File: src/hdl/lsd_pkg.sv
// Constants, types and rule overview for the supply/temperature diag block
// Overview of operation
// - Gate-supply code sets regulator target voltage
// - High codes may trip bootstrap undervoltage
// - Die temperature readable as signed code
// - Periodic bootstrap recharge when not switching
// - Charge compensation needs driver on, dim low
// - Status register one bit layout
// - Serial error flag shows last command result
// - Fault flag set when overload protection trips
// - Current-reached flag per channel, last cycle
// - Input flag follows undervoltage comparator
// - Input flag high enables switching and current
// - Input flag low stops regulator, clears good
// - No fault while input low; measure gating
// - Fault after 12 ms startup, 1 ms run
// - Overtemp stops driver, fault if good
// - Write to status one clears serial error
// - Reached flags update on fall or copy
`default_nettype none
package lsd_pkg;
	localparam logic [7:0] ADDR_GATE_SUPPLY_TARGET = 8'h01;
	localparam logic [7:0] ADDR_DIE_TEMPERATURE    = 8'h26;
	localparam logic [7:0] ADDR_STATUS_FLAGS_ONE   = 8'h37;
	localparam logic [7:0] GATE_SUPPLY_RESET       = 8'h5d;
	localparam logic [7:0] CODE_MIN_ALLOWED        = 8'h5d;
	localparam logic [7:0] CODE_MAX_ALLOWED        = 8'ha6;
	localparam int STATUS_INPUT_BIT   = 7;
	localparam int STATUS_SERIAL_BIT  = 6;
	localparam int STATUS_OVERT_BIT   = 5;
	localparam int STATUS_FAULT_BIT   = 4;
	localparam int STATUS_GOOD_BIT    = 3;
	localparam int CLK_HZ             = 50000000;
	localparam int STARTUP_WAIT_US    = 12000;
	localparam int RUN_WAIT_US        = 1000;
	localparam int STARTUP_WAIT_CYC   = STARTUP_WAIT_US * (CLK_HZ / 1000000);
	localparam int RUN_WAIT_CYC       = RUN_WAIT_US * (CLK_HZ / 1000000);
	localparam int RECHARGE_PERIOD_CYC = 5000;
	localparam int STATIC_MEAS_CYC     = 500;
	localparam int CNT_W               = 20;

	typedef struct packed {
		logic       wr;
		logic       rd;
		logic [7:0] addr;
		logic [7:0] wdata;
	} lsd_req_t;

	typedef enum logic [1:0] {
		SUP_OFF   = 2'b00,
		SUP_START = 2'b01,
		SUP_RUN   = 2'b10,
		SUP_FAULT = 2'b11
	} lsd_sup_t;
endpackage : lsd_pkg
`default_nettype wire

File: src/hdl/lsd_chan.sv
// One channel: reached flag, bootstrap recharge and charge compensation
`default_nettype none
module lsd_chan #(
	parameter int RECHARGE_CYC = lsd_pkg::RECHARGE_PERIOD_CYC,
	parameter int STATIC_CYC   = lsd_pkg::STATIC_MEAS_CYC
) (
	input  wire logic clk,
	input  wire logic srst,
	input  wire logic dim_in,
	input  wire logic reached_raw,
	input  wire logic copy_req,
	input  wire logic clear_evt,
	input  wire logic driver_en,
	input  wire logic bootstrap_undervoltage,
	input  wire logic headroom_low,
	input  wire logic switching,
	output logic      reached_flag,
	output logic      recharge_pulse,
	output logic      comp_en
);
	logic                          dim_d_reg, dim_d_next;
	logic                          flag_reg, flag_next;
	logic [lsd_pkg::CNT_W-1:0]     low_cnt_reg, low_cnt_next;
	logic [lsd_pkg::CNT_W-1:0]     per_cnt_reg, per_cnt_next;
	logic                          need_recharge;
	logic                          pulse_next, pulse_reg;

	always_comb begin
		dim_d_next = dim_in;
		flag_next  = flag_reg;
		if (clear_evt) begin
			flag_next = 1'b0;
		end else if ((dim_d_reg && !dim_in) || copy_req) begin
			flag_next = reached_raw;
		end
		low_cnt_next = dim_in ? '0 : low_cnt_reg;
		if (!dim_in && low_cnt_reg < lsd_pkg::CNT_W'(STATIC_CYC)) begin
			low_cnt_next = low_cnt_reg + 1'b1;
		end
		need_recharge = !switching && driver_en &&
			((!dim_in && low_cnt_reg >= lsd_pkg::CNT_W'(STATIC_CYC)) ||
			 (dim_in && !reached_raw));
		per_cnt_next = '0;
		pulse_next   = 1'b0;
		if (need_recharge) begin
			if (per_cnt_reg >= lsd_pkg::CNT_W'(RECHARGE_CYC - 1)) begin
				pulse_next = 1'b1;
			end else begin
				per_cnt_next = per_cnt_reg + 1'b1;
			end
		end
	end

	always_ff @(posedge clk) begin
		if (srst) begin
			dim_d_reg   <= 1'b0;
			flag_reg    <= 1'b0;
			low_cnt_reg <= '0;
			per_cnt_reg <= '0;
			pulse_reg   <= 1'b0;
		end else begin
			dim_d_reg   <= dim_d_next;
			flag_reg    <= flag_next;
			low_cnt_reg <= low_cnt_next;
			per_cnt_reg <= per_cnt_next;
			pulse_reg   <= pulse_next;
		end
	end

	assign reached_flag   = flag_reg;
	assign recharge_pulse = pulse_reg;
	assign comp_en = driver_en && !dim_in && !bootstrap_undervoltage &&
		!headroom_low;

	property p_clear;
		@(posedge clk) disable iff (srst) clear_evt |=> !flag_reg;
	endproperty
	a_clear: assert property (p_clear) else $error("flag not cleared");
	property p_comp;
		@(posedge clk) disable iff (srst) comp_en |-> driver_en && !dim_in;
	endproperty
	a_comp: assert property (p_comp) else $error("bad comp enable");
endmodule : lsd_chan
`default_nettype wire

File: src/hdl/lsd_top.sv
// Supply, temperature and status register bank with fault sequencing
`default_nettype none
module lsd_top #(
	parameter int STARTUP_CYC = lsd_pkg::STARTUP_WAIT_CYC,
	parameter int RUN_CYC     = lsd_pkg::RUN_WAIT_CYC
) (
	input  wire logic             REF_CLK,
	input  wire logic             SRST,
	input  wire lsd_pkg::lsd_req_t REQ,
	input  wire logic             CMD_ERR,
	output logic [7:0]            RDATA,
	output logic                  RVALID,
	input  wire logic             INPUT_ABOVE_UV,
	input  wire logic             OVERTEMP_IN,
	input  wire logic             SUPPLY_AT_TARGET,
	input  wire logic [7:0]       TEMP_CODE,
	input  wire logic [2:0]       DIM_IN,
	input  wire logic [2:0]       REACHED_RAW,
	input  wire logic [2:0]       COPY_REQ,
	input  wire logic [2:0]       HEADROOM_LOW,
	input  wire logic [2:0]       SWITCHING,
	input  wire logic             BOOTSTRAP_UNDERVOLTAGE,
	input  wire logic             CLEAR_ERRORS,
	output logic [7:0]            GATE_SUPPLY_CODE,
	output logic                  REGULATOR_EN,
	output logic                  DRIVER_EN,
	output logic [2:0]            CHANNEL_EN,
	output logic                  MEASURE_UPDATE,
	output logic [2:0]            RECHARGE_PULSE,
	output logic [2:0]            COMP_EN
);
	// ==========================================================
	// Input synchronisers
	logic [7:0] s1_reg, s2_reg;
	logic [2:0] d1_reg, d2_reg;
	logic in_ok, ovt, at_tgt;
	always_ff @(posedge REF_CLK) begin
		if (SRST) begin
			s1_reg <= 8'h00;
			s2_reg <= 8'h00;
			d1_reg <= 3'h0;
			d2_reg <= 3'h0;
		end else begin
			s1_reg <= {5'h00, INPUT_ABOVE_UV, OVERTEMP_IN, SUPPLY_AT_TARGET};
			s2_reg <= s1_reg;
			d1_reg <= DIM_IN;
			d2_reg <= d1_reg;
		end
	end
	assign in_ok  = s2_reg[2];
	assign ovt    = s2_reg[1];
	assign at_tgt = s2_reg[0];

	// ==========================================================
	// Registers and supply sequencing
	logic [7:0]        code_reg, code_next;
	logic              serr_reg, serr_next;
	logic              fault_reg, fault_next;
	logic              good_reg, good_next;
	logic [7:0]        rdata_reg, rdata_next;
	logic              rvalid_reg, rvalid_next;
	logic [lsd_pkg::CNT_W-1:0] cnt_reg, cnt_next;
	lsd_pkg::lsd_sup_t st_reg, st_next;
	logic [2:0]        reached;
	logic [7:0]        status;
	logic              active;

	assign status = {in_ok, serr_reg, ovt, fault_reg, good_reg, reached};

	always_comb begin
		code_next   = code_reg;
		serr_next   = serr_reg;
		rdata_next  = rdata_reg;
		rvalid_next = 1'b0;
		if (REQ.wr) begin
			serr_next = CMD_ERR;
			if (!CMD_ERR && REQ.addr == lsd_pkg::ADDR_GATE_SUPPLY_TARGET) begin
				code_next = REQ.wdata;
			end else if (!CMD_ERR &&
				REQ.addr == lsd_pkg::ADDR_STATUS_FLAGS_ONE) begin
				serr_next = 1'b0;
			end else if (REQ.addr != lsd_pkg::ADDR_GATE_SUPPLY_TARGET) begin
				serr_next = 1'b1;
			end
		end else if (REQ.rd) begin
			rvalid_next = 1'b1;
			serr_next   = CMD_ERR;
			unique case (REQ.addr)
				lsd_pkg::ADDR_GATE_SUPPLY_TARGET: rdata_next = code_reg;
				lsd_pkg::ADDR_DIE_TEMPERATURE:    rdata_next = TEMP_CODE;
				lsd_pkg::ADDR_STATUS_FLAGS_ONE:   rdata_next = status;
				default: begin
					rdata_next = 8'h00;
					serr_next  = 1'b1;
				end
			endcase
		end
	end

	always_comb begin
		st_next    = st_reg;
		cnt_next   = cnt_reg;
		fault_next = fault_reg;
		good_next  = good_reg;
		if (CLEAR_ERRORS && !ovt) begin
			fault_next = 1'b0;
		end
		unique case (st_reg)
			lsd_pkg::SUP_OFF: begin
				cnt_next = '0;
				if (in_ok && !ovt && !fault_reg) begin
					st_next = lsd_pkg::SUP_START;
				end
			end
			lsd_pkg::SUP_START, lsd_pkg::SUP_RUN: begin
				cnt_next = at_tgt ? '0 : cnt_reg + 1'b1;
				if (at_tgt) begin
					good_next = 1'b1;
					st_next   = lsd_pkg::SUP_RUN;
				end
				if (!at_tgt && ((st_reg == lsd_pkg::SUP_START &&
					cnt_reg >= lsd_pkg::CNT_W'(STARTUP_CYC - 1)) ||
					(st_reg == lsd_pkg::SUP_RUN &&
					cnt_reg >= lsd_pkg::CNT_W'(RUN_CYC - 1)))) begin
					fault_next = 1'b1;
					good_next  = 1'b0;
					st_next    = lsd_pkg::SUP_FAULT;
				end
				if (ovt) begin
					fault_next = fault_reg || good_reg;
					good_next  = 1'b0;
					st_next    = lsd_pkg::SUP_FAULT;
				end
			end
			lsd_pkg::SUP_FAULT: begin
				good_next = 1'b0;
				cnt_next  = '0;
				if (!fault_next && !ovt) begin
					st_next = lsd_pkg::SUP_OFF;
				end
			end
		endcase
		if (!in_ok) begin
			good_next = 1'b0;
			fault_next = fault_reg && !(CLEAR_ERRORS && !ovt);
			st_next   = (st_reg == lsd_pkg::SUP_FAULT) ?
				lsd_pkg::SUP_FAULT : lsd_pkg::SUP_OFF;
		end
	end

	always_ff @(posedge REF_CLK) begin
		if (SRST) begin
			code_reg   <= lsd_pkg::GATE_SUPPLY_RESET;
			serr_reg   <= 1'b0;
			rdata_reg  <= 8'h00;
			rvalid_reg <= 1'b0;
			st_reg     <= lsd_pkg::SUP_OFF;
			cnt_reg    <= '0;
			fault_reg  <= 1'b0;
			good_reg   <= 1'b0;
		end else begin
			code_reg   <= code_next;
			serr_reg   <= serr_next;
			rdata_reg  <= rdata_next;
			rvalid_reg <= rvalid_next;
			st_reg     <= st_next;
			cnt_reg    <= cnt_next;
			fault_reg  <= fault_next;
			good_reg   <= good_next;
		end
	end

	// ==========================================================
	// Outputs and channels
	assign active = in_ok && (st_reg == lsd_pkg::SUP_START ||
		st_reg == lsd_pkg::SUP_RUN);
	assign RDATA            = rdata_reg;
	assign RVALID           = rvalid_reg;
	assign GATE_SUPPLY_CODE = code_reg;
	assign REGULATOR_EN     = active;
	assign DRIVER_EN        = active && good_reg;
	assign CHANNEL_EN       = {3{active && good_reg}} & d2_reg;
	assign MEASURE_UPDATE   = in_ok && good_reg;

	genvar g;
	generate
		for (g = 0; g < 3; g++) begin : g_ch
			lsd_chan u_chan (
				.clk           (REF_CLK),
				.srst          (SRST),
				.dim_in        (d2_reg[g]),
				.reached_raw   (REACHED_RAW[g]),
				.copy_req      (COPY_REQ[g]),
				.clear_evt     (!in_ok || HEADROOM_LOW[g]),
				.driver_en     (DRIVER_EN),
				.bootstrap_undervoltage(BOOTSTRAP_UNDERVOLTAGE),
				.headroom_low  (HEADROOM_LOW[g]),
				.switching     (SWITCHING[g]),
				.reached_flag  (reached[g]),
				.recharge_pulse(RECHARGE_PULSE[g]),
				.comp_en       (COMP_EN[g])
			);
		end
	endgenerate

	// ==========================================================
	// Checks
	property p_nofault_low;
		@(posedge REF_CLK) disable iff (SRST)
			!in_ok && !fault_reg |=> !fault_reg;
	endproperty
	a_nofault_low: assert property (p_nofault_low) else $error("fault set");
	property p_good_low;
		@(posedge REF_CLK) disable iff (SRST) !in_ok |=> !good_reg;
	endproperty
	a_good_low: assert property (p_good_low) else $error("good stays");
	property p_readback;
		@(posedge REF_CLK) disable iff (SRST)
			REQ.wr && !CMD_ERR && REQ.addr == 8'h01 ##1
			REQ.rd && !REQ.wr && REQ.addr == 8'h01
			|=> RDATA == $past(REQ.wdata, 2) && RVALID;
	endproperty
	a_readback: assert property (p_readback) else $error("readback");
	property p_serr_clr;
		@(posedge REF_CLK) disable iff (SRST)
			REQ.wr && !CMD_ERR && REQ.addr == 8'h37 |=> !serr_reg;
	endproperty
	a_serr_clr: assert property (p_serr_clr) else $error("serr");
	property p_ovt;
		@(posedge REF_CLK) disable iff (SRST)
			ovt && good_reg && in_ok |=> fault_reg && !good_reg;
	endproperty
	a_ovt: assert property (p_ovt) else $error("overtemp");
	property p_drv;
		@(posedge REF_CLK) disable iff (SRST) DRIVER_EN |-> in_ok && !fault_reg;
	endproperty
	a_drv: assert property (p_drv) else $error("driver on");
	property p_ro;
		@(posedge REF_CLK) disable iff (SRST)
			REQ.wr && REQ.addr == 8'h26 |=> serr_reg;
	endproperty
	a_ro: assert property (p_ro) else $error("ro write");
	property p_meas;
		@(posedge REF_CLK) disable iff (SRST)
			MEASURE_UPDATE |-> status[7] && status[3];
	endproperty
	a_meas: assert property (p_meas) else $error("measure");
endmodule : lsd_top
`default_nettype wire

File: config.mk
export PLATFORM = sky130hd
export DESIGN_NAME = lsd_top
export DESIGN_NICKNAME = d
export VERILOG_FILES = /design/src/hdl/lsd_pkg.sv /design/src/hdl/lsd_chan.sv /design/src/hdl/lsd_top.sv
export SDC_FILE = /design/constraint.sdc
export NUM_CORES = 1
export LEC_CHECK = 0
export ABC_AREA = 0
export ABC_CLOCK_PERIOD_IN_PS = 6400
export BUFFER_PORTS_ARGS = -buffer_cell sky130_fd_sc_hd__buf_2
export CORE_ASPECT_RATIO = 0.75
export CORE_MARGIN = 1.5
export CORE_UTILIZATION = 60
export DETAILED_ROUTE_END_ITERATION = 7
export PLACE_DENSITY = 0.8
export SETUP_SLACK_MARGIN = 0.02
export SLEW_MARGIN = 15
export SYNTH_ARGS = -nofsm -noshare
export SYNTH_HDL_FRONTEND = slang
export SYNTH_HIERARCHICAL = 1
export SYNTH_SLANG_ARGS = --single-unit
File: constraint.sdc
create_clock -name REF_CLK -period 6.4 [get_ports REF_CLK]
set_input_delay 1.28 -clock REF_CLK [delete_from_list [all_inputs] [get_ports REF_CLK]]
set_output_delay 1.28 -clock REF_CLK [all_outputs]
set_load 0.01 [all_outputs]
; Yosys cells after proc, flatten, opt, wreduce, memory -nomap -nowiden
; Index checks and enable logic that the tools add are counted.
[op_classes]
n_eq_ne = 11
n_reduce_logical = 96
bitwise_logic = 6
n_addsub = 7
order_cmp = 11
mux = 36
[op_table]
columns = operator, count
row1 = $add A20 B1 Y20 const B, 7
row2 = $mux W20, 7
row3 = $ge A20 B13 Y1 const B, 3
row4 = $ge A20 B9 Y1 const B, 3
row5 = $lt A20 B9 Y1 const B, 3
row6 = $logic_and A1 B1 Y1, 40
row7 = $pmux W20 S2, 1
row8 = $pmux W8 S3, 1
row9 = $ge A20 B16 Y1 const B, 1
row10 = $ge A20 B20 Y1 const B, 1
row11 = $logic_not A1 Y1, 20
row12 = $reduce_or A2 Y1, 10
row13 = $mux W1, 18
row14 = $eq A8 B6 Y1 const B, 2
row15 = $mux W2, 7
row16 = $logic_or A1 B1 Y1, 12
row17 = $reduce_or A3 Y1, 4
row18 = $reduce_bool A2 Y1, 5
row19 = $eq A8 B1 Y1 const B, 1
row20 = $ne A8 B1 Y1 const B, 1
row21 = $ne A3 B3 Y1 const B, 2
row22 = $pmux W2 S3, 1
row23 = $reduce_and A2 Y1, 3
row24 = $ne A5 B5 Y1 const B, 1
row25 = 8 further kinds, 13
[totals]
in_bits = 49
out_inout_bits = 29
regBits = 183

; Depth between registers and ports, before layout
[depth]
ltp_word = 8
ltp_mapped = 8
depth_no_buf = 8

; Modules after synthesis
; Netlist, hierarchy kept.
[by_module_without_submodules]
columns = mod, area_each_um2, n_inst, cells_each, seq_area_each_um2
row1 = lsd_chan, 1676.6, 3, 177, 860.8
row2 = lsd_top, 2504.9, 1, 271, 1081.0

; Worst setup path after synthesis
; No wires, ideal clock.
[synth_path]
kind = input to output
from = input BOOTSTRAP_UNDERVOLTAGE
to = output COMP_EN[0]
cell_stages = 1
arrival_ps = 1686
setup_slack_ps = 3434
path_cell_list = nor4_1
[synth_via]
elab_chain_cells = 3
[synth_lines]
columns = item, line
row1 = from (decl), lsd_top.sv:22  ; input wire logic BOOTSTRAP_UNDERVOLTAGE,
row2 = $logic_not A1 Y1, lsd_chan.sv:72  ; assign comp_en = driver_en && !dim_in && !bootstrap_undervoltage &&
row3 = $logic_and A1 B1 Y1 (2 in series), lsd_chan.sv:72
row4 = to (decl), lsd_top.sv:30  ; output logic [2:0] COMP_EN
; No other way between the ends.

; Worst setup path after layout
[layout_path]
from = register st_reg[0]
to = output COMP_EN[1]
[layout_via]
elab_chain_cells = 7
word_cells_on_any_way = 8
classes_between = eq/ne (2) / reduce/logical (6)
[layout_lines]
columns = item, line
row1 = from (decl), lsd_top.sv:63  ; lsd_pkg::lsd_sup_t st_reg, st_next;
row2 = from (signal assigned), lsd_top.sv:157  ; st_reg <= lsd_pkg::SUP_OFF;
row3 = from (signal assigned), lsd_top.sv:166  ; st_reg <= st_next;
row4 = $eq A2 B1 Y1 or $eq A2 B2 Y1 (tied branches), "lsd_top.sv:175, lsd_top.sv:176"
row5 = $logic_or A1 B1 Y1 *, lsd_top.sv:175  ; assign active = in_ok && (st_reg == lsd_pkg::SUP_START ||
row6 = $logic_and A1 B1 Y1 *, lsd_top.sv:175
row7 = $logic_and A1 B1 Y1 *, lsd_top.sv:181  ; assign DRIVER_EN = active && good_reg;
row8 = $logic_and A1 B1 Y1 * (3 in series), lsd_chan.sv:72
; Mark *: on every way between the ends. The rest lies on a longest branch, timed or not.

==> flow_summary.json <==
{
  "grt_overflow_total": 0,
  "synth_ff_type": "dfxtp_1",
  "crit_type": "flip-flop to output pin",
  "clock_latency_ps": 420,
  "outcome": "finished, final reports clean",
  "post-place-ws_ps": 2970,
  "ys_ff_latch": 183,
  "drive_above_1_share_pct": 16.3,
  "worstSetupEndpointType": "output pin",
  "syn_area_per_cell_um2": 9.39,
  "power_density_nw_per_um2": 263,
  "vias": 6223,
  "vias_per_cell": 5.83,
  "cts_tree": "built",
  "peakVddDrop_uv": 212,
  "cts_resized": 0,
  "cts_buffers": 17,
  "finalClockSkew_ps": 11.4,
  "cp_top_family": "simple AND/OR/NAND/NOR gates",
  "fin_hold_ws_ps": 437,
  "core_um2": 12300,
  "finalNetCount": 952,
  "synth-seq-area-share_pct": 48.6,
  "startpoint_type": "flip-flop",
  "synthCells": 802,
  "required_ps": 5120,
  "min_period_ps": 3680,
  "grt_setup_unrepaired": "false",
  "max_cap_violations": 0,
  "timing.final.crit_share_pct": 57.5,
  "die_x_um": 132,
  "fp.dieH_um": 100,
  "synth_top_cell_area_share_pct": 48.6,
  "filler_cell_count": 911,
  "ant_nets": 0,
  "yosysWarnings": 6,
  "clock_sink_count": 183,
  "ctsRootBufferMaster": "clkbuf_16",
  "area_growth_pct": 14.4,
  "fp-row-count": 35,
  "grtUsageTotal_pct": 25.5,
  "antenna_found_initial": 1,
  "worst_pin_slew_ps": 956,
  "p_leak_nw": 3.13,
  "min-delay-path-class": "flip-flop to flip-flop",
  "drc": 0,
  "hold_viol_final": 0,
  "critical_path.max_fanout": 8,
  "dr.first_iter.drc_count": 478,
  "async_flop_share_pct": 0,
  "io_pins": 78,
  "hold_buffers": 0,
  "finalWirelength_um": 16500,
  "grt_pass1_vias": 5958,
  "start_util_pct": 61.4,
  "max_slew_margin_pct": 36.2,
  "multiInputGateArea_um2": 3660,
  "setup_viol": 0,
  "io_buffer_count": 77,
  "clock.fmax_mhz": 272,
  "synth_edf_count": 0,
  "dp_hpwl_um": 11600,
  "gp_congestion": 0.896,
  "setup_ws_ps": 2720,
  "netlist_area_um2": 7530,
  "grt_max_degree": 52,
  "crit_path_frequent_cell": "inv_1",
  "dieArea_um2": 13200,
  "max_stage_delay_ps": 440,
  "cp.arrival_ps": 2400,
  "drv_slew": 0,
  "synth_area_leaders": "dfxtp_1 (49%), nor3_1 (4.1%), xnor2_1 (4.0%)",
  "clockBufferDepth": 2,
  "path_clk_slew_ps": 60,
  "diodes": 0,
  "finish.utilization_pct": 70.3,
  "htreeDepth": 4,
  "crit_slowest_cell": "ha_1",
  "grt_pass1_wl_um": 27400,
  "seqCellArea_um2": 3660,
  "post_cts_buffers": 0,
  "first_pass_iters": 7,
  "synth_cell_types": 67,
  "worstPathCellList": "inv_1 -> ha_1 -> and3_1 -> inv_1 -> nor4_1 -> buf_2",
  "tns_ps": 0,
  "synth_area_leader_cell": "dfxtp_1",
  "wire_per_inst_um": 15.4,
  "crit_buf_inv": 3
}
==> cells by family (layout without fill, tap and decap cells) <==
family          after synthesis  count (layout)  share of synthesized area [%]
mux                           6               6                          0.797
simple gates                360             360                           26.1
xor+xnor                     51              51                           5.93
other cells                   3              21                          0.149
flops                       183             183                           48.6
fa+ha+maj                    14              14                           2.32
buf+inv                      57             138                           3.69
compound gates              128             128                           12.4
==> per-stage QoR <==
stage,power (mW),cell area (um^2),cells
4_1_cts,2.28,8620,1067
3_5_place_dp,1.26,8030,1036
5_1_grt,2.35,8620,1067
3_3_place_gp,1.25,8030,1036
6_report,2.27,8620,1067
2_1_floorplan,1.23,7600,820
==> power breakdown <==
group          switching [mW]  internal, mW
registers              0.0131          1.16
logic                  0.0400        0.0268
clock network           0.440         0.591
==> layout by cell type, fill, tap and decap left out, types with 14 or more instances in the layout <==
cell type    n
a21oi_1     34
dfxtp_1    183
inv_1       30
nand2_1     34
ha_1        14
o21ai_0     20
nor2_1      75
xnor2_1     34
nor2b_1     20
clkbuf_16   17
xor2_1      17
nor4_1      17
nand3_1     32
conb_1      21
nor3_1      62
and2_1      34
nand4_1     19
buf_2       77
==> area by class of cell <==
class | count | share of cell area (%)
Tap cell | 166 | 2.41
Sequential cell | 183 | 42.5
Clock buffer | 19 | 5.14
Clock inverter | 12 | 1.67
Inverter | 30 | 1.31
Timing Repair Buffer | 77 | 4.47
Multi-Input combinational cell | 580 | 42.5
==> per-layer routing <==
| metal | vias up | GRT usage (%) | share of wire, % |
|---|---|---|---|
| met2 | 197 | 42.7 | 48 |
| li1 | 3033 | - | - |
| met4 | 2 | 12.9 | 2.7 |
| met1 | 2956 | 32.2 | 44 |
| met5 | - | 0 | 0.11 |
| met3 | 35 | 4.70 | 5.1 |
==> path summary, 6_finish.rpt <==
path,from,depth (start not counted),slack [ps],to
worst max-delay path,st_reg[0]$_SDFFE_PP0P_,6,2720,COMP_EN[1]
worst min-delay path,s1_reg[0]$_SDFF_PP0_,1,440,s2_reg[0]$_SDFF_PP0_
worst max register to register,st_reg[0]$_SDFFE_PP0P_,7,3380,g_ch[2].u_chan/per_cnt_reg[12]$_SDFF_PP0_
worst min register to register,s1_reg[0]$_SDFF_PP0_,1,440,s2_reg[0]$_SDFF_PP0_
==> synthesized netlist by cell type (5+ instances only) <==
cell type / number
a211o_1: 5
a21oi_1: 34
a222oi_1: 8
a2bb2oi_1: 8
a31oi_1: 6
and2_1: 34
and3_1: 9
clkbuf_1: 14
dfxtp_1: 183
ha_1: 14
inv_1: 30
mux2i_1: 6
nand2_1: 34
nand2b_1: 5
nand3_1: 32
nand4_1: 19
nor2_1: 75
nor2b_1: 20
nor3_1: 62
nor4_1: 17
o21ai_0: 20
o311ai_2: 5
o31ai_1: 13
or2_2: 9
or4_1: 10
or4_4: 6
xnor2_1: 34
xor2_1: 17
No activity file was read; power rests on OpenSTA's default activity.
